==> src/hw/tcwm_pkg.sv <==
// Package for the 8-bit timer compare and waveform block.
// Assumes an APB slave with 32-bit data and word-aligned registers.
package tcwm_pkg;
   localparam logic [7:0] TCWM_ADDR_CTRL  = 8'h00;
   localparam logic [7:0] TCWM_ADDR_COUNT = 8'h04;
   localparam logic [7:0] TCWM_ADDR_CMP   = 8'h08;
   localparam logic [7:0] TCWM_ADDR_FLAGS = 8'h0c;
   localparam logic [7:0] TCWM_ADDR_PORT  = 8'h10;
   localparam int TCWM_CTRL_WAVE_LSB  = 0;
   localparam int TCWM_CTRL_COM_LSB   = 2;
   localparam int TCWM_CTRL_FORCE_BIT = 4;
   localparam int TCWM_FLAG_OVF_BIT   = 0;
   localparam int TCWM_FLAG_CMP_BIT   = 1;
   localparam int TCWM_PORT_DATA_BIT  = 0;
   localparam int TCWM_PORT_DIR_BIT   = 1;
   localparam int TCWM_PORT_STATE_BIT = 2;
   localparam logic [7:0] TCWM_BOTTOM = 8'h00;
   localparam logic [7:0] TCWM_MAX    = 8'hff;
   localparam logic [7:0] TCWM_COUNT_RST = 8'h00;
   localparam logic [7:0] TCWM_CMP_RST   = 8'h00;
   localparam logic       TCWM_STATE_RST = 1'b0;

   typedef enum logic [1:0] {
      TCWM_WAVE_NORMAL = 2'h0,
      TCWM_WAVE_PHASE  = 2'h1,
      TCWM_WAVE_CLEAR  = 2'h2,
      TCWM_WAVE_FAST   = 2'h3
   } tcwm_wave_e;

   typedef enum logic [1:0] {
      TCWM_COM_OFF    = 2'h0,
      TCWM_COM_TOGGLE = 2'h1,
      TCWM_COM_CLEAR  = 2'h2,
      TCWM_COM_SET    = 2'h3
   } tcwm_com_e;

   typedef struct packed {
      tcwm_com_e  compare_output_mode;
      tcwm_wave_e waveform_mode;
   } tcwm_ctrl_s;
endpackage

==> src/hw/tcwm_timer.sv <==
// Compare output and waveform logic of an 8-bit timer with APB registers.
// Assumes a one-cycle timer_tick pulse from an outside prescaler.
`timescale 1ns/10ps
module tcwm_timer
   import tcwm_pkg::*;
(
   input  wire logic        pclk,
   input  wire logic        presetn,
   input  wire logic        clk_en,
   input  wire logic        timer_tick,
   input  wire logic        psel,
   input  wire logic        penable,
   input  wire logic        pwrite,
   input  wire logic [7:0]  paddr,
   input  wire logic [31:0] pwdata,
   output logic      [31:0] prdata,
   output logic             pready,
   output logic             pslverr,
   output logic             pin_out,
   output logic             pin_oe
);
   tcwm_ctrl_s  ctrl_r;
   logic [7:0]  counter_value_r;
   logic [7:0]  compare_value_r;
   logic [7:0]  compare_buf_r;
   logic        overflow_flag_r;
   logic        compare_flag_r;
   logic        compare_output_state_r;
   logic        port_data_r;
   logic        compare_pin_direction_bit_r;
   logic        match_pend_r;
   logic        block_r;
   logic [7:0]  counter_nxt;
   logic        state_nxt;
   logic        wr;
   logic        rd;
   logic        is_pwm;
   logic        match;
   logic        force_compare_strobe;
   logic        ovf_set;
   logic        tick;
   logic        state_live;

   function automatic logic wave_is_pwm(input tcwm_wave_e m);
      return m[0];
   endfunction

   function automatic logic [31:0] reg_word(input logic [7:0] a,
                                            input logic [31:0] d);
      return (paddr == a) ? d : 32'h0;
   endfunction

   assign wr      = psel & penable & pwrite & clk_en;
   assign rd      = psel & ~pwrite;
   assign pready  = 1'b1;
   assign pslverr = psel & penable &
                    (paddr > TCWM_ADDR_PORT || paddr[1:0] != 2'h0);
   assign tick    = timer_tick & clk_en;
   assign is_pwm  = wave_is_pwm(ctrl_r.waveform_mode);
   assign match   = (counter_value_r == compare_value_r) & ~block_r;
   assign force_compare_strobe = wr & (paddr == TCWM_ADDR_CTRL) &
                                 pwdata[TCWM_CTRL_FORCE_BIT] & ~is_pwm;
   // The pin may only follow a state change that is really taken.
   assign state_live = (tick || force_compare_strobe) ? state_nxt :
                       compare_output_state_r;

   always_comb begin
      prdata = 32'h0;
      if (rd) begin
         prdata = reg_word(TCWM_ADDR_CTRL, {28'h0,
                  ctrl_r.compare_output_mode, ctrl_r.waveform_mode})
                | reg_word(TCWM_ADDR_COUNT, {24'h0, counter_value_r})
                | reg_word(TCWM_ADDR_CMP, {24'h0, is_pwm ?
                           compare_buf_r : compare_value_r})
                | reg_word(TCWM_ADDR_FLAGS, {30'h0, compare_flag_r,
                           overflow_flag_r})
                | reg_word(TCWM_ADDR_PORT, {29'h0,
                           compare_output_state_r,
                           compare_pin_direction_bit_r, port_data_r});
      end
   end

   // Counting sequence is chosen by the waveform mode alone.
   always_comb begin
      counter_nxt = counter_value_r + 8'h01;
      ovf_set     = 1'b0;
      unique case (ctrl_r.waveform_mode)
         TCWM_WAVE_NORMAL: ovf_set = counter_value_r == TCWM_MAX;
         TCWM_WAVE_CLEAR: begin
            if (counter_value_r == compare_value_r) begin
               counter_nxt = TCWM_BOTTOM;
            end
            ovf_set = counter_value_r == TCWM_MAX;
         end
         TCWM_WAVE_FAST:   ovf_set = counter_value_r == TCWM_MAX;
         TCWM_WAVE_PHASE:  ovf_set = 1'b0;
      endcase
   end

   always_ff @(posedge pclk or negedge presetn) begin
      if (!presetn) begin
         ctrl_r                      <= '0;
         port_data_r                 <= 1'b0;
         compare_pin_direction_bit_r <= 1'b0;
      end else if (wr) begin
         if (paddr == TCWM_ADDR_CTRL) begin
            ctrl_r <= tcwm_ctrl_s'(pwdata[3:0]);
         end
         if (paddr == TCWM_ADDR_PORT) begin
            port_data_r                 <= pwdata[TCWM_PORT_DATA_BIT];
            compare_pin_direction_bit_r <= pwdata[TCWM_PORT_DIR_BIT];
         end
      end
   end

   // A software write wins over counting and blocks the next match.
   always_ff @(posedge pclk or negedge presetn) begin
      if (!presetn) begin
         counter_value_r <= TCWM_COUNT_RST;
         block_r         <= 1'b0;
      end else if (clk_en) begin
         if (wr && paddr == TCWM_ADDR_COUNT) begin
            counter_value_r <= pwdata[7:0];
            block_r         <= 1'b1;
         end else if (tick) begin
            counter_value_r <= counter_nxt;
            block_r         <= 1'b0;
         end
      end
   end

   always_ff @(posedge pclk or negedge presetn) begin
      if (!presetn) begin
         compare_value_r <= TCWM_CMP_RST;
         compare_buf_r   <= TCWM_CMP_RST;
      end else if (clk_en) begin
         if (wr && paddr == TCWM_ADDR_CMP) begin
            compare_buf_r <= pwdata[7:0];
            if (!is_pwm) begin
               compare_value_r <= pwdata[7:0];
            end
         end
         if (is_pwm && tick && counter_value_r == TCWM_MAX) begin
            compare_value_r <= compare_buf_r;
         end
      end
   end

   // Flags: hardware set wins over a write-one clear in the same cycle.
   always_ff @(posedge pclk or negedge presetn) begin
      if (!presetn) begin
         overflow_flag_r <= 1'b0;
         compare_flag_r  <= 1'b0;
         match_pend_r    <= 1'b0;
      end else if (clk_en) begin
         if (tick) begin
            match_pend_r <= match;
         end
         if (tick && ovf_set) begin
            overflow_flag_r <= 1'b1;
         end else if (wr && paddr == TCWM_ADDR_FLAGS &&
                      pwdata[TCWM_FLAG_OVF_BIT]) begin
            overflow_flag_r <= 1'b0;
         end
         if (tick && match) begin
            compare_flag_r <= 1'b1;
         end else if (wr && paddr == TCWM_ADDR_FLAGS &&
                      pwdata[TCWM_FLAG_CMP_BIT]) begin
            compare_flag_r <= 1'b0;
         end
      end
   end

   always_comb begin
      state_nxt = compare_output_state_r;
      if (is_pwm) begin
         if (ctrl_r.waveform_mode == TCWM_WAVE_FAST) begin
            // Match has priority so OCR=FF gives a steady level in the clear and set modes; toggle still inverts at each match.
            if (match) begin
               if (ctrl_r.compare_output_mode == TCWM_COM_CLEAR) begin
                  state_nxt = 1'b0;
               end else if (ctrl_r.compare_output_mode == TCWM_COM_SET) begin
                  state_nxt = 1'b1;
               end else if (ctrl_r.compare_output_mode == TCWM_COM_TOGGLE)
               begin
                  state_nxt = ~compare_output_state_r;
               end
            end else if (counter_value_r == TCWM_MAX) begin
               if (ctrl_r.compare_output_mode == TCWM_COM_CLEAR) begin
                  state_nxt = 1'b1;
               end else if (ctrl_r.compare_output_mode == TCWM_COM_SET) begin
                  state_nxt = 1'b0;
               end
            end
         end
      end else if (match || force_compare_strobe) begin
         unique case (ctrl_r.compare_output_mode)
            TCWM_COM_OFF:    state_nxt = compare_output_state_r;
            TCWM_COM_TOGGLE: state_nxt = ~compare_output_state_r;
            TCWM_COM_CLEAR:  state_nxt = 1'b0;
            TCWM_COM_SET:    state_nxt = 1'b1;
         endcase
      end
   end

   always_ff @(posedge pclk or negedge presetn) begin
      if (!presetn) begin
         compare_output_state_r <= TCWM_STATE_RST;
      end else if (clk_en && (tick || force_compare_strobe)) begin
         compare_output_state_r <= state_nxt;
      end
   end

   // Port override and direction gating.
   always_ff @(posedge pclk or negedge presetn) begin
      if (!presetn) begin
         pin_out <= 1'b0;
         pin_oe  <= 1'b0;
      end else if (clk_en) begin
         pin_out <= (ctrl_r.compare_output_mode != TCWM_COM_OFF) ?
                    state_live : port_data_r;
         pin_oe  <= compare_pin_direction_bit_r;
      end
   end

   a_ovf_normal: assert property (@(posedge pclk) disable iff (!presetn)
      (tick && ctrl_r.waveform_mode == TCWM_WAVE_NORMAL &&
       counter_value_r == TCWM_MAX && !wr)
      |=> (counter_value_r == TCWM_BOTTOM && overflow_flag_r))
      else $error("normal overflow not set at wrap");
   a_ctc_clear: assert property (@(posedge pclk) disable iff (!presetn)
      (tick && ctrl_r.waveform_mode == TCWM_WAVE_CLEAR && !wr &&
       counter_value_r == compare_value_r)
      |=> counter_value_r == TCWM_BOTTOM)
      else $error("counter not cleared at compare");
   a_cmp_flag: assert property (@(posedge pclk) disable iff (!presetn)
      (tick && match) |=> compare_flag_r)
      else $error("compare flag not set after match");
   a_reset_state: assert property (@(posedge pclk)
      $rose(presetn) |-> !compare_output_state_r)
      else $error("output state not zero after reset");
   a_force_noflag: assert property (@(posedge pclk) disable iff (!presetn)
      (force_compare_strobe && !tick && !compare_flag_r)
      |=> !compare_flag_r)
      else $error("force set the compare flag");
   a_pin_gate: assert property (@(posedge pclk) disable iff (!presetn)
      (clk_en && !compare_pin_direction_bit_r) |=> !pin_oe)
      else $error("pin driven while input");
   a_toggle_act: assert property (@(posedge pclk) disable iff (!presetn)
      (tick && match && !is_pwm && !force_compare_strobe &&
       ctrl_r.compare_output_mode == TCWM_COM_TOGGLE)
      |=> compare_output_state_r != $past(compare_output_state_r))
      else $error("toggle mode did not invert");
   a_off_hold: assert property (@(posedge pclk) disable iff (!presetn)
      (clk_en && !is_pwm && ctrl_r.compare_output_mode == TCWM_COM_OFF)
      |=> $stable(compare_output_state_r))
      else $error("state changed with output mode off");
   a_fast_wrap: assert property (@(posedge pclk) disable iff (!presetn)
      (tick && !wr && ctrl_r.waveform_mode == TCWM_WAVE_FAST &&
       counter_value_r == TCWM_MAX) |=> counter_value_r == TCWM_BOTTOM &&
       overflow_flag_r)
      else $error("fast mode wrap wrong");
   a_no_tick: assert property (@(posedge pclk) disable iff (!presetn)
      (!tick && !wr) |=> $stable(counter_value_r))
      else $error("counter moved without tick");

   // Pin source and register access checks.
   a_pin_override: assert property (
      @(posedge pclk) disable iff (!presetn)
      (clk_en && ctrl_r.compare_output_mode != TCWM_COM_OFF)
      |=> pin_out == compare_output_state_r)
      else $error("pin does not follow compare state");

   a_pin_port: assert property (
      @(posedge pclk) disable iff (!presetn)
      (clk_en && ctrl_r.compare_output_mode == TCWM_COM_OFF)
      |=> pin_out == $past(port_data_r))
      else $error("pin does not follow port data");

   a_count_write: assert property (
      @(posedge pclk) disable iff (!presetn)
      (wr && paddr == TCWM_ADDR_COUNT)
      |=> counter_value_r == $past(pwdata[7:0]))
      else $error("counter write lost");

   a_direct_cmp: assert property (
      @(posedge pclk) disable iff (!presetn)
      (wr && paddr == TCWM_ADDR_CMP && !is_pwm)
      |=> compare_value_r == $past(pwdata[7:0]))
      else $error("compare write not direct");

   a_pwm_reload: assert property (
      @(posedge pclk) disable iff (!presetn)
      (tick && is_pwm && counter_value_r == TCWM_MAX)
      |=> compare_value_r == $past(compare_buf_r))
      else $error("buffered compare not loaded at top");

   // Counting and flag checks.
   a_normal_inc: assert property (
      @(posedge pclk) disable iff (!presetn)
      (tick && !wr && ctrl_r.waveform_mode == TCWM_WAVE_NORMAL)
      |=> counter_value_r == $past(counter_value_r) + 8'h01)
      else $error("normal mode did not increment");

   a_ctc_ovf: assert property (
      @(posedge pclk) disable iff (!presetn)
      (tick && ctrl_r.waveform_mode == TCWM_WAVE_CLEAR &&
       counter_value_r == TCWM_MAX) |=> overflow_flag_r)
      else $error("clear mode overflow not set");

   a_ctc_flag: assert property (
      @(posedge pclk) disable iff (!presetn)
      (tick && match && ctrl_r.waveform_mode == TCWM_WAVE_CLEAR)
      |=> compare_flag_r)
      else $error("clear mode compare flag not set");

   a_flag_hold: assert property (
      @(posedge pclk) disable iff (!presetn)
      (!tick && !wr)
      |=> $stable(overflow_flag_r) && $stable(compare_flag_r))
      else $error("flag moved without tick");

   a_force_count: assert property (
      @(posedge pclk) disable iff (!presetn)
      (force_compare_strobe && !tick) |=> $stable(counter_value_r))
      else $error("force moved the counter");

   // Output state actions.
   a_force_act: assert property (
      @(posedge pclk) disable iff (!presetn)
      (force_compare_strobe && ctrl_r.compare_output_mode == TCWM_COM_SET)
      |=> compare_output_state_r)
      else $error("force did not act at once");

   a_clear_act: assert property (
      @(posedge pclk) disable iff (!presetn)
      (tick && match && !is_pwm &&
       ctrl_r.compare_output_mode == TCWM_COM_CLEAR)
      |=> !compare_output_state_r)
      else $error("clear action not taken");

   a_set_act: assert property (
      @(posedge pclk) disable iff (!presetn)
      (tick && match && !is_pwm &&
       ctrl_r.compare_output_mode == TCWM_COM_SET)
      |=> compare_output_state_r)
      else $error("set action not taken");

   a_fast_match: assert property (
      @(posedge pclk) disable iff (!presetn)
      (tick && match && ctrl_r.waveform_mode == TCWM_WAVE_FAST &&
       ctrl_r.compare_output_mode == TCWM_COM_CLEAR)
      |=> !compare_output_state_r)
      else $error("fast mode match did not clear");

   a_fast_bottom: assert property (
      @(posedge pclk) disable iff (!presetn)
      (tick && !match && ctrl_r.waveform_mode == TCWM_WAVE_FAST &&
       counter_value_r == TCWM_MAX &&
       ctrl_r.compare_output_mode == TCWM_COM_CLEAR)
      |=> compare_output_state_r)
      else $error("fast mode bottom did not set");

   a_fast_steady: assert property (
      @(posedge pclk) disable iff (!presetn)
      (tick && !block_r && ctrl_r.waveform_mode == TCWM_WAVE_FAST &&
       compare_value_r == TCWM_MAX && counter_value_r == TCWM_MAX &&
       ctrl_r.compare_output_mode == TCWM_COM_SET)
      |=> compare_output_state_r)
      else $error("fast mode top level not steady");
endmodule

==> config.mk <==
export PLATFORM = sky130hd
export DESIGN_NAME = tcwm_timer
export DESIGN_NICKNAME = d
export VERILOG_FILES = /design/src/hw/tcwm_pkg.sv /design/src/hw/tcwm_timer.sv
export SDC_FILE = /design/constraint.sdc
export NUM_CORES = 1
export LEC_CHECK = 0
export BUFFER_PORTS_ARGS = -buffer_cell sky130_fd_sc_hd__buf_2
export CORE_MARGIN = 1
export CORE_UTILIZATION = 51
export CTS_CLUSTER_DIAMETER = 100
export DETAILED_ROUTE_END_ITERATION = 8
export MAX_ROUTING_LAYER = met4
export PLACE_DENSITY = 0.79
export SYNTH_ARGS = -nofsm -noshare
export SYNTH_HDL_FRONTEND = slang
export SYNTH_SLANG_ARGS = --single-unit
==> constraint.sdc <==
create_clock -name pclk -period 2.4 [get_ports pclk]
set_input_delay 0 -clock pclk [delete_from_list [all_inputs] [get_ports pclk]]
set_output_delay 0 -clock pclk [all_outputs]
set_load 0.05 [all_outputs]
==> results of run 1 <==
## routing by layer
| layer | global-route usage [%] | vias up | part of all wire (%) |
|---|---|---|---|
| met1 | 33.2 | 1034 | 43 |
| met4 | 8.50 | 0 | 1.7 |
| met2 | 37.0 | 87 | 48 |
| met5 | - | - | 0 |
| met3 | 5.83 | 10 | 7.4 |
| li1 | - | 1017 | - |
## cells in the mapped netlist (all sizes together)
| library cell | number |
|---|---|
| nand4 | 5 |
| a22o | 2 |
| o22ai | 3 |
| nand2b | 4 |
| nor3b | 1 |
| nor2b | 3 |
| nand2 | 26 |
| ha | 2 |
| dfrtp | 36 |
| o311ai | 3 |
| o41ai | 1 |
| nor4 | 2 |
| a22oi | 7 |
| conb | 2 |
| a31oi | 1 |
| a211oi | 3 |
| and4 | 1 |
| and3 | 7 |
| and2 | 2 |
| nor3 | 5 |
| or4 | 2 |
| xnor2 | 8 |
| o21bai | 1 |
| mux2 | 21 |
| nor2 | 21 |
| nand3 | 10 |
| clkbuf | 7 |
| a221o | 3 |
| inv | 6 |
| buf | 32 |
| a21oi | 11 |
| mux2i | 13 |
| o31ai | 1 |
| or2 | 3 |
| o21ai | 19 |
| a222oi | 1 |
## registers in the layout, summed over array words and instances (netlist names)
name and count:
pin_out 1, compare_flag_r 1, compare_pin_direction_bit_r 1, pin_oe 1, counter_value_r 8, compare_value_r 8, compare_buf_r 8, compare_output_state_r 1
port_data_r 1, ctrl_r 4, block_r 1, overflow_flag_r 1
## through the flow
step | cells | power, µW | area (µm²) | utilization (%) | hold slack [ns]
after floorplan | 298 | 1040 | 2630 | - | -0.296
after global placement | 373 | 1140 | 2710 | 56.9 | 0.142
after CTS | 385 | 1610 | 2840 | 59.7 | 0.0157
final | 385 | 1610 | 2840 | 59.7 | 0.0238
after global routing | 385 | 1690 | 2840 | 59.7 | 0.0263
after detailed placement | 373 | 1150 | 2710 | 56.9 | 0.147
## report_power, final
part           switching (µW)  leakage [µW]  internal [µW]
Combinational             286      0.000763            165
Sequential               51.5      0.000491            650
Clock                     224     0.0000510            229
## cell type report
type	count	share of cell area, %
sequential	36	31.7
clock buffer	6	2.91
clock inverter	2	0.352
timing repair buffer	51	10.9
inverter	6	0.793
tap	67	2.95
multi-input combinational	217	50.4
## cells by family after synthesis
logic type               share of synthesized area (%)
buffers and inverters                             11.7
AND/OR/NAND/NOR                                   19.5
other                                            0.296
multiplexers                                      14.5
XOR/XNOR                                          2.76
adder cells (fa/ha/maj)                          0.987
AO/OA/AOI/OAI                                     14.7
flip-flops                                        35.5
## worst max-delay path by stage
| stage | endpoint | slack (ns) | startpoint | cells past startpoint |
|---|---|---|---|---|
| floorplan | prdata[0] | 0.46 | ctrl_r[0] | 6 |
| finish | prdata[2] | 0.25 | ctrl_r[0] | 8 |
| CTS | prdata[2] | 0.24 | ctrl_r[0] | 8 |
| global route | prdata[2] | 0.17 | ctrl_r[0] | 8 |
| detailed placement | counter_value_r[7] | 0.42 | compare_value_r[7] | 6 |
| global placement | counter_value_r[7] | 0.46 | counter_value_r[2] | 6 |
## tightest hold or removal path, delay by kind of cell
| kind | cells | cell delay (ns) |
|---|---|---|
| compound gates | 1 | 0.08 |
| simple gates | 1 | 0.06 |
| buf+inv | 1 | 0.14 |
==> impl_metrics.env, run 1 <==
export IMPL_status="finished, final reports clean"
export IMPL_endpoint_kind="primary output"
export IMPL_cts_setup_buffers=0
export IMPL_ys_seq_elements=36
export IMPL_track_usage_pct=24.8
export IMPL_min_path_type="in2reg"
export IMPL_final_setup_tns_ns=0
export IMPL_ys_types=50
export IMPL_relSlewSlack_pct=44.1
export IMPL_netlist_area_leader_share_pct=35.5
export IMPL_core_um2=4750
export IMPL_io_buffers=33
export IMPL_syn_area_per_cell_um2=9.22
export IMPL_layout_commonest_cell="dfrtp_1"
export IMPL_post_route_period_util_pct=89.6
export IMPL_finalCriticalPeriod_ns=2.15
export IMPL_cellPowerDensity_nw_per_um2=565
export IMPL_nNetsFinal=366
export IMPL_cp_arrival_ns=2.15
export IMPL_hpwlAfterDp_um=4290
export IMPL_cp_cell_sequence="buf_4 > mux2i_1 > a211oi_1 > a21oi_1 > nor2_1 > a31oi_1 > nor4_2 > buf_2"
export IMPL_clkLatencyLatePin_ns=0.30
export IMPL_fmax_ghz=0.465
export IMPL_synth_area_um2=2540
export IMPL_critPathTopFamily="buffers and inverters"
export IMPL_synth_warnings=0
export IMPL_finalHoldViolations=0
export IMPL_worst_pin_slew_ns=0.838
export IMPL_setup_viol=0
export IMPL_fin_worst_skew_ns=0.00580
export IMPL_drc=0
export IMPL_dp_worst_setup_slack_ns=0.419
export IMPL_clock_sinks=36
export IMPL_synth_seq_area_share_pct=35.5
export IMPL_hold_depth=3
export IMPL_drive_above_1_share_pct=28.3
export IMPL_area_growth_pct=12.0
export IMPL_required_ns=2.40
export IMPL_die_h_um=72.5
export IMPL_multi_input_comb_area_um2=1430
export IMPL_setup_ws_ns=0.249
export IMPL_ys_top_cells_by_area="dfrtp_1, mux2_2, buf_4"
export IMPL_rr_worst_depth=6
export IMPL_gr_total_overflow=0
export IMPL_viasPerCell=5.58
export IMPL_slowest_delay_ns=0.57
export IMPL_critical_path_class="reg2out"
export IMPL_die_w_um=72.5
export IMPL_rsz0062_at_grt="false"
export IMPL_n_antenna_cell=0
export IMPL_critical_path_startpoint_type="flip-flop"
export IMPL_grt_max_degree=37
export IMPL_first_pass_iters=4
export IMPL_cts_tree="done"
export IMPL_ioPinCount=83
export IMPL_antenna_found_initial=0
export IMPL_slowest_stage="dfrtp_1"
export IMPL_seqCellArea_um2=901
export IMPL_finalWirelength_um=5950
export IMPL_rows=25
export IMPL_cts_inserted_buffers=5
export IMPL_rrSetupSlack_ns=0.37
export IMPL_start_util_pct=53.3
export IMPL_peakVddDrop_uv=464
export IMPL_slew_viol_final=0
export IMPL_grt_pass1_wl_um=9530
export IMPL_layout_common_cells="dfrtp_1, buf_2, nand2_1"
export IMPL_wl_per_cell_um=15.5
export IMPL_drtAntennaViolNets=0
export IMPL_critPathBufInv=2
export IMPL_worstHoldEndpoint="counter_value_r[4]"
export IMPL_cts_root_buf="clkbuf_8"
export IMPL_fill_cells=433
export IMPL_hold_buffers=4
export IMPL_clk_pin_slew_ns=0.07
export IMPL_yosys_area_top_type="dfrtp_1"
export IMPL_first_iter_violations=140
export IMPL_vias=2148
export IMPL_dieArea_um2=5260
export IMPL_reg2reg_to="counter_value_r[7]"
export IMPL_grt_pass1_vias=1975
export IMPL_ctsResizeCount=0
export IMPL_p_leak_uw=0.00130
export IMPL_min_from="pwdata[4]"
export IMPL_reg2reg_from="counter_value_r[0]"
export IMPL_cts_htree_levels=2
export IMPL_worst_path_max_fanout=10
export IMPL_finalWeightedCongestion=0.908
export IMPL_clockBufferDepth=2
export IMPL_synth_cells=275
export IMPL_maxCapViolations=0
(Power assumes the default switching activity.)
==> run 2: changes to the inputs <==
- CORE_UTILIZATION: 51 -> 32
- PLACE_DENSITY: 0.79 -> 0.54
==> run 2 against run 1 <==
Clock skew rose by 0.0015 ns. Count of clock-buffer cells in the layout shrank 1. Utilization fell by 22 points. Non-clock buffer count decreased by 1. Critical path type unchanged. Highest routed layer unchanged.
==> impl_metrics.env, run 2 (synthesized netlist as in run 1, its figures left out) <==
export IMPL_p_leak_uw=0.00130
export IMPL_finalPower_uw=1700
export IMPL_layout_common_cells="dfrtp_1, buf_2, nand2_1"
export IMPL_grt_max_degree=37
export IMPL_worst_path_max_fanout=9
export IMPL_cp_arrival_ns=2.03
export IMPL_core_um2=7690
export IMPL_dp_worst_setup_slack_ns=0.417
export IMPL_min_path_type="in2reg"
export IMPL_rows=32
export IMPL_cts_root_buf="clkbuf_8"
export IMPL_slowest_delay_ns=0.55
export IMPL_fin_worst_skew_ns=0.00728
export IMPL_critical_path_startpoint_type="flip-flop"
export IMPL_seqCellArea_um2=901
export IMPL_multi_input_comb_area_um2=1440
export IMPL_vias=2062
export IMPL_crit_top_cell="a21oi_1"
export IMPL_die_w_um=91.0
export IMPL_first_iter_violations=160
export IMPL_maxCapViolations=0
export IMPL_drc=0
export IMPL_drtAntennaViolNets=0
export IMPL_finalWeightedCongestion=0.815
export IMPL_ctsResizeCount=0
export IMPL_n_antenna_cell=0
export IMPL_layout_commonest_cell="dfrtp_1"
export IMPL_clockBufferDepth=2
export IMPL_worst_pin_slew_ns=0.848
export IMPL_peakVddDrop_uv=282
export IMPL_first_pass_iters=4
export IMPL_endpoint_kind="primary output"
export IMPL_antenna_found_initial=0
export IMPL_io_buffers=33
export IMPL_grt_pass1_vias=2044
export IMPL_finalWirelength_um=6260
export IMPL_wl_per_cell_um=14.9
export IMPL_required_ns=2.40
export IMPL_relSlewSlack_pct=43.5
export IMPL_critical_path_class="reg2out"
export IMPL_final_setup_tns_ns=0
export IMPL_area_growth_pct=14.5
export IMPL_rsz0062_at_grt="false"
export IMPL_top_regs="compare_buf_r: 8 flops, compare_value_r: 8 flops, counter_value_r: 8 flops"
export IMPL_cts_tree="done"
export IMPL_fill_cells=820
export IMPL_slew_viol_final=0
export IMPL_nNetsFinal=365
export IMPL_finalHoldViolations=0
export IMPL_post_route_period_util_pct=84.6
export IMPL_clk_pin_slew_ns=0.08
export IMPL_hpwlAfterDp_um=4600
export IMPL_dieArea_um2=8290
export IMPL_hold_buffers=5
export IMPL_cts_setup_buffers=0
export IMPL_start_util_pct=33.0
export IMPL_drive_above_1_share_pct=28.1
export IMPL_status="finished, final reports clean"
export IMPL_ioPinCount=83
export IMPL_track_usage_pct=16.7
export IMPL_grt_pass1_wl_um=10500
export IMPL_finalCriticalPeriod_ns=2.03
export IMPL_cellPowerDensity_nw_per_um2=584
export IMPL_cts_inserted_buffers=5
export IMPL_slowest_stage="dfrtp_1"
export IMPL_die_h_um=91.0
export IMPL_setup_ws_ns=0.370
export IMPL_setup_viol=0
export IMPL_cts_htree_levels=2
export IMPL_clkLatencyLatePin_ns=0.30
export IMPL_cp_cell_sequence="buf_4 > a21oi_1 > o31ai_1 > a22oi_1 > a21oi_1 > buf_2"
export IMPL_viasPerCell=4.92
export IMPL_gr_total_overflow=0
export IMPL_fmax_ghz=0.493
export IMPL_clock_sinks=36
[run 2: changes by cell type in the layout (fill, tap and decap cells not counted)]
cell	before	now
buf_4	14	12
nor3_2	0	1
bufinv_16	0	1
clkbuf_8	6	5
clkinvlp_4	0	1
nor3_1	4	3
dlygate4sd3_1	4	5
clkinv_2	2	1
[run 2: worst paths after layout]
| check | from | end | slack, ns | cells past startpoint |
|---|---|---|---|---|
| max | ctrl_r[0] | prdata[0] | 0.37 | 6 |
| max in group asynchronous | presetn | compare_value_r[3] | 1.53 | 2 |
| min in group asynchronous | presetn | counter_value_r[1] | 0.35 | 2 |
| min reg2reg | block_r | block_r | 0.49 | 2 |
| max reg2reg | counter_value_r[7] | counter_value_r[2] | 0.38 | 7 |
| min | pwdata[3] | compare_buf_r[3] | 0.003 | 2 |
[run 2: worst max-delay path: cells and delay by family, from the launching register on]
| family | cells | cell delay [ns] |
|---|---|---|
| flip-flops | 1 | 0.55 |
| AO/OA/AOI/OAI | 4 | 0.61 |
| buffers and inverters | 2 | 0.57 |
[run 2: metal layers]
layer  global-route usage (%)  wire length [µm]
met2                     27.0              3030
met4                     5.42                99
met5                        -                 0
met1                     21.2              2970
met3                     3.10               159
[run 2: stage by stage]
stage	cell area, µm²	hold WS (ns)	utilization, %	instances
2_1_floorplan	2630	-0.296	-	298
3_5_place_dp	2740	0.159	35.7	406
6_report	2900	0.00307	37.8	419
3_3_place_gp	2740	0.159	35.7	406
5_1_grt	2900	0.00466	37.8	419
4_1_cts	2900	0.00751	37.8	419
[run 2: layout make-up]
class / count / share of cell area, %
Inverter: 6 / 0.776
Clock buffer: 5 / 2.37
Timing Repair Buffer: 50 / 10.5
Clock inverter: 3 / 1.47
Multi-Input combinational cell: 217 / 49.4
Tap cell: 102 / 4.40
Sequential cell: 36 / 31.0
[run 2: where the power goes]
group / leakage (µW) / switching [µW] / internal (µW) / total [µW]
clock network: 0.0000541 / 244 / 308 / 551
logic: 0.000753 / 282 / 162 / 444
registers: 0.000491 / 52.1 / 649 / 701
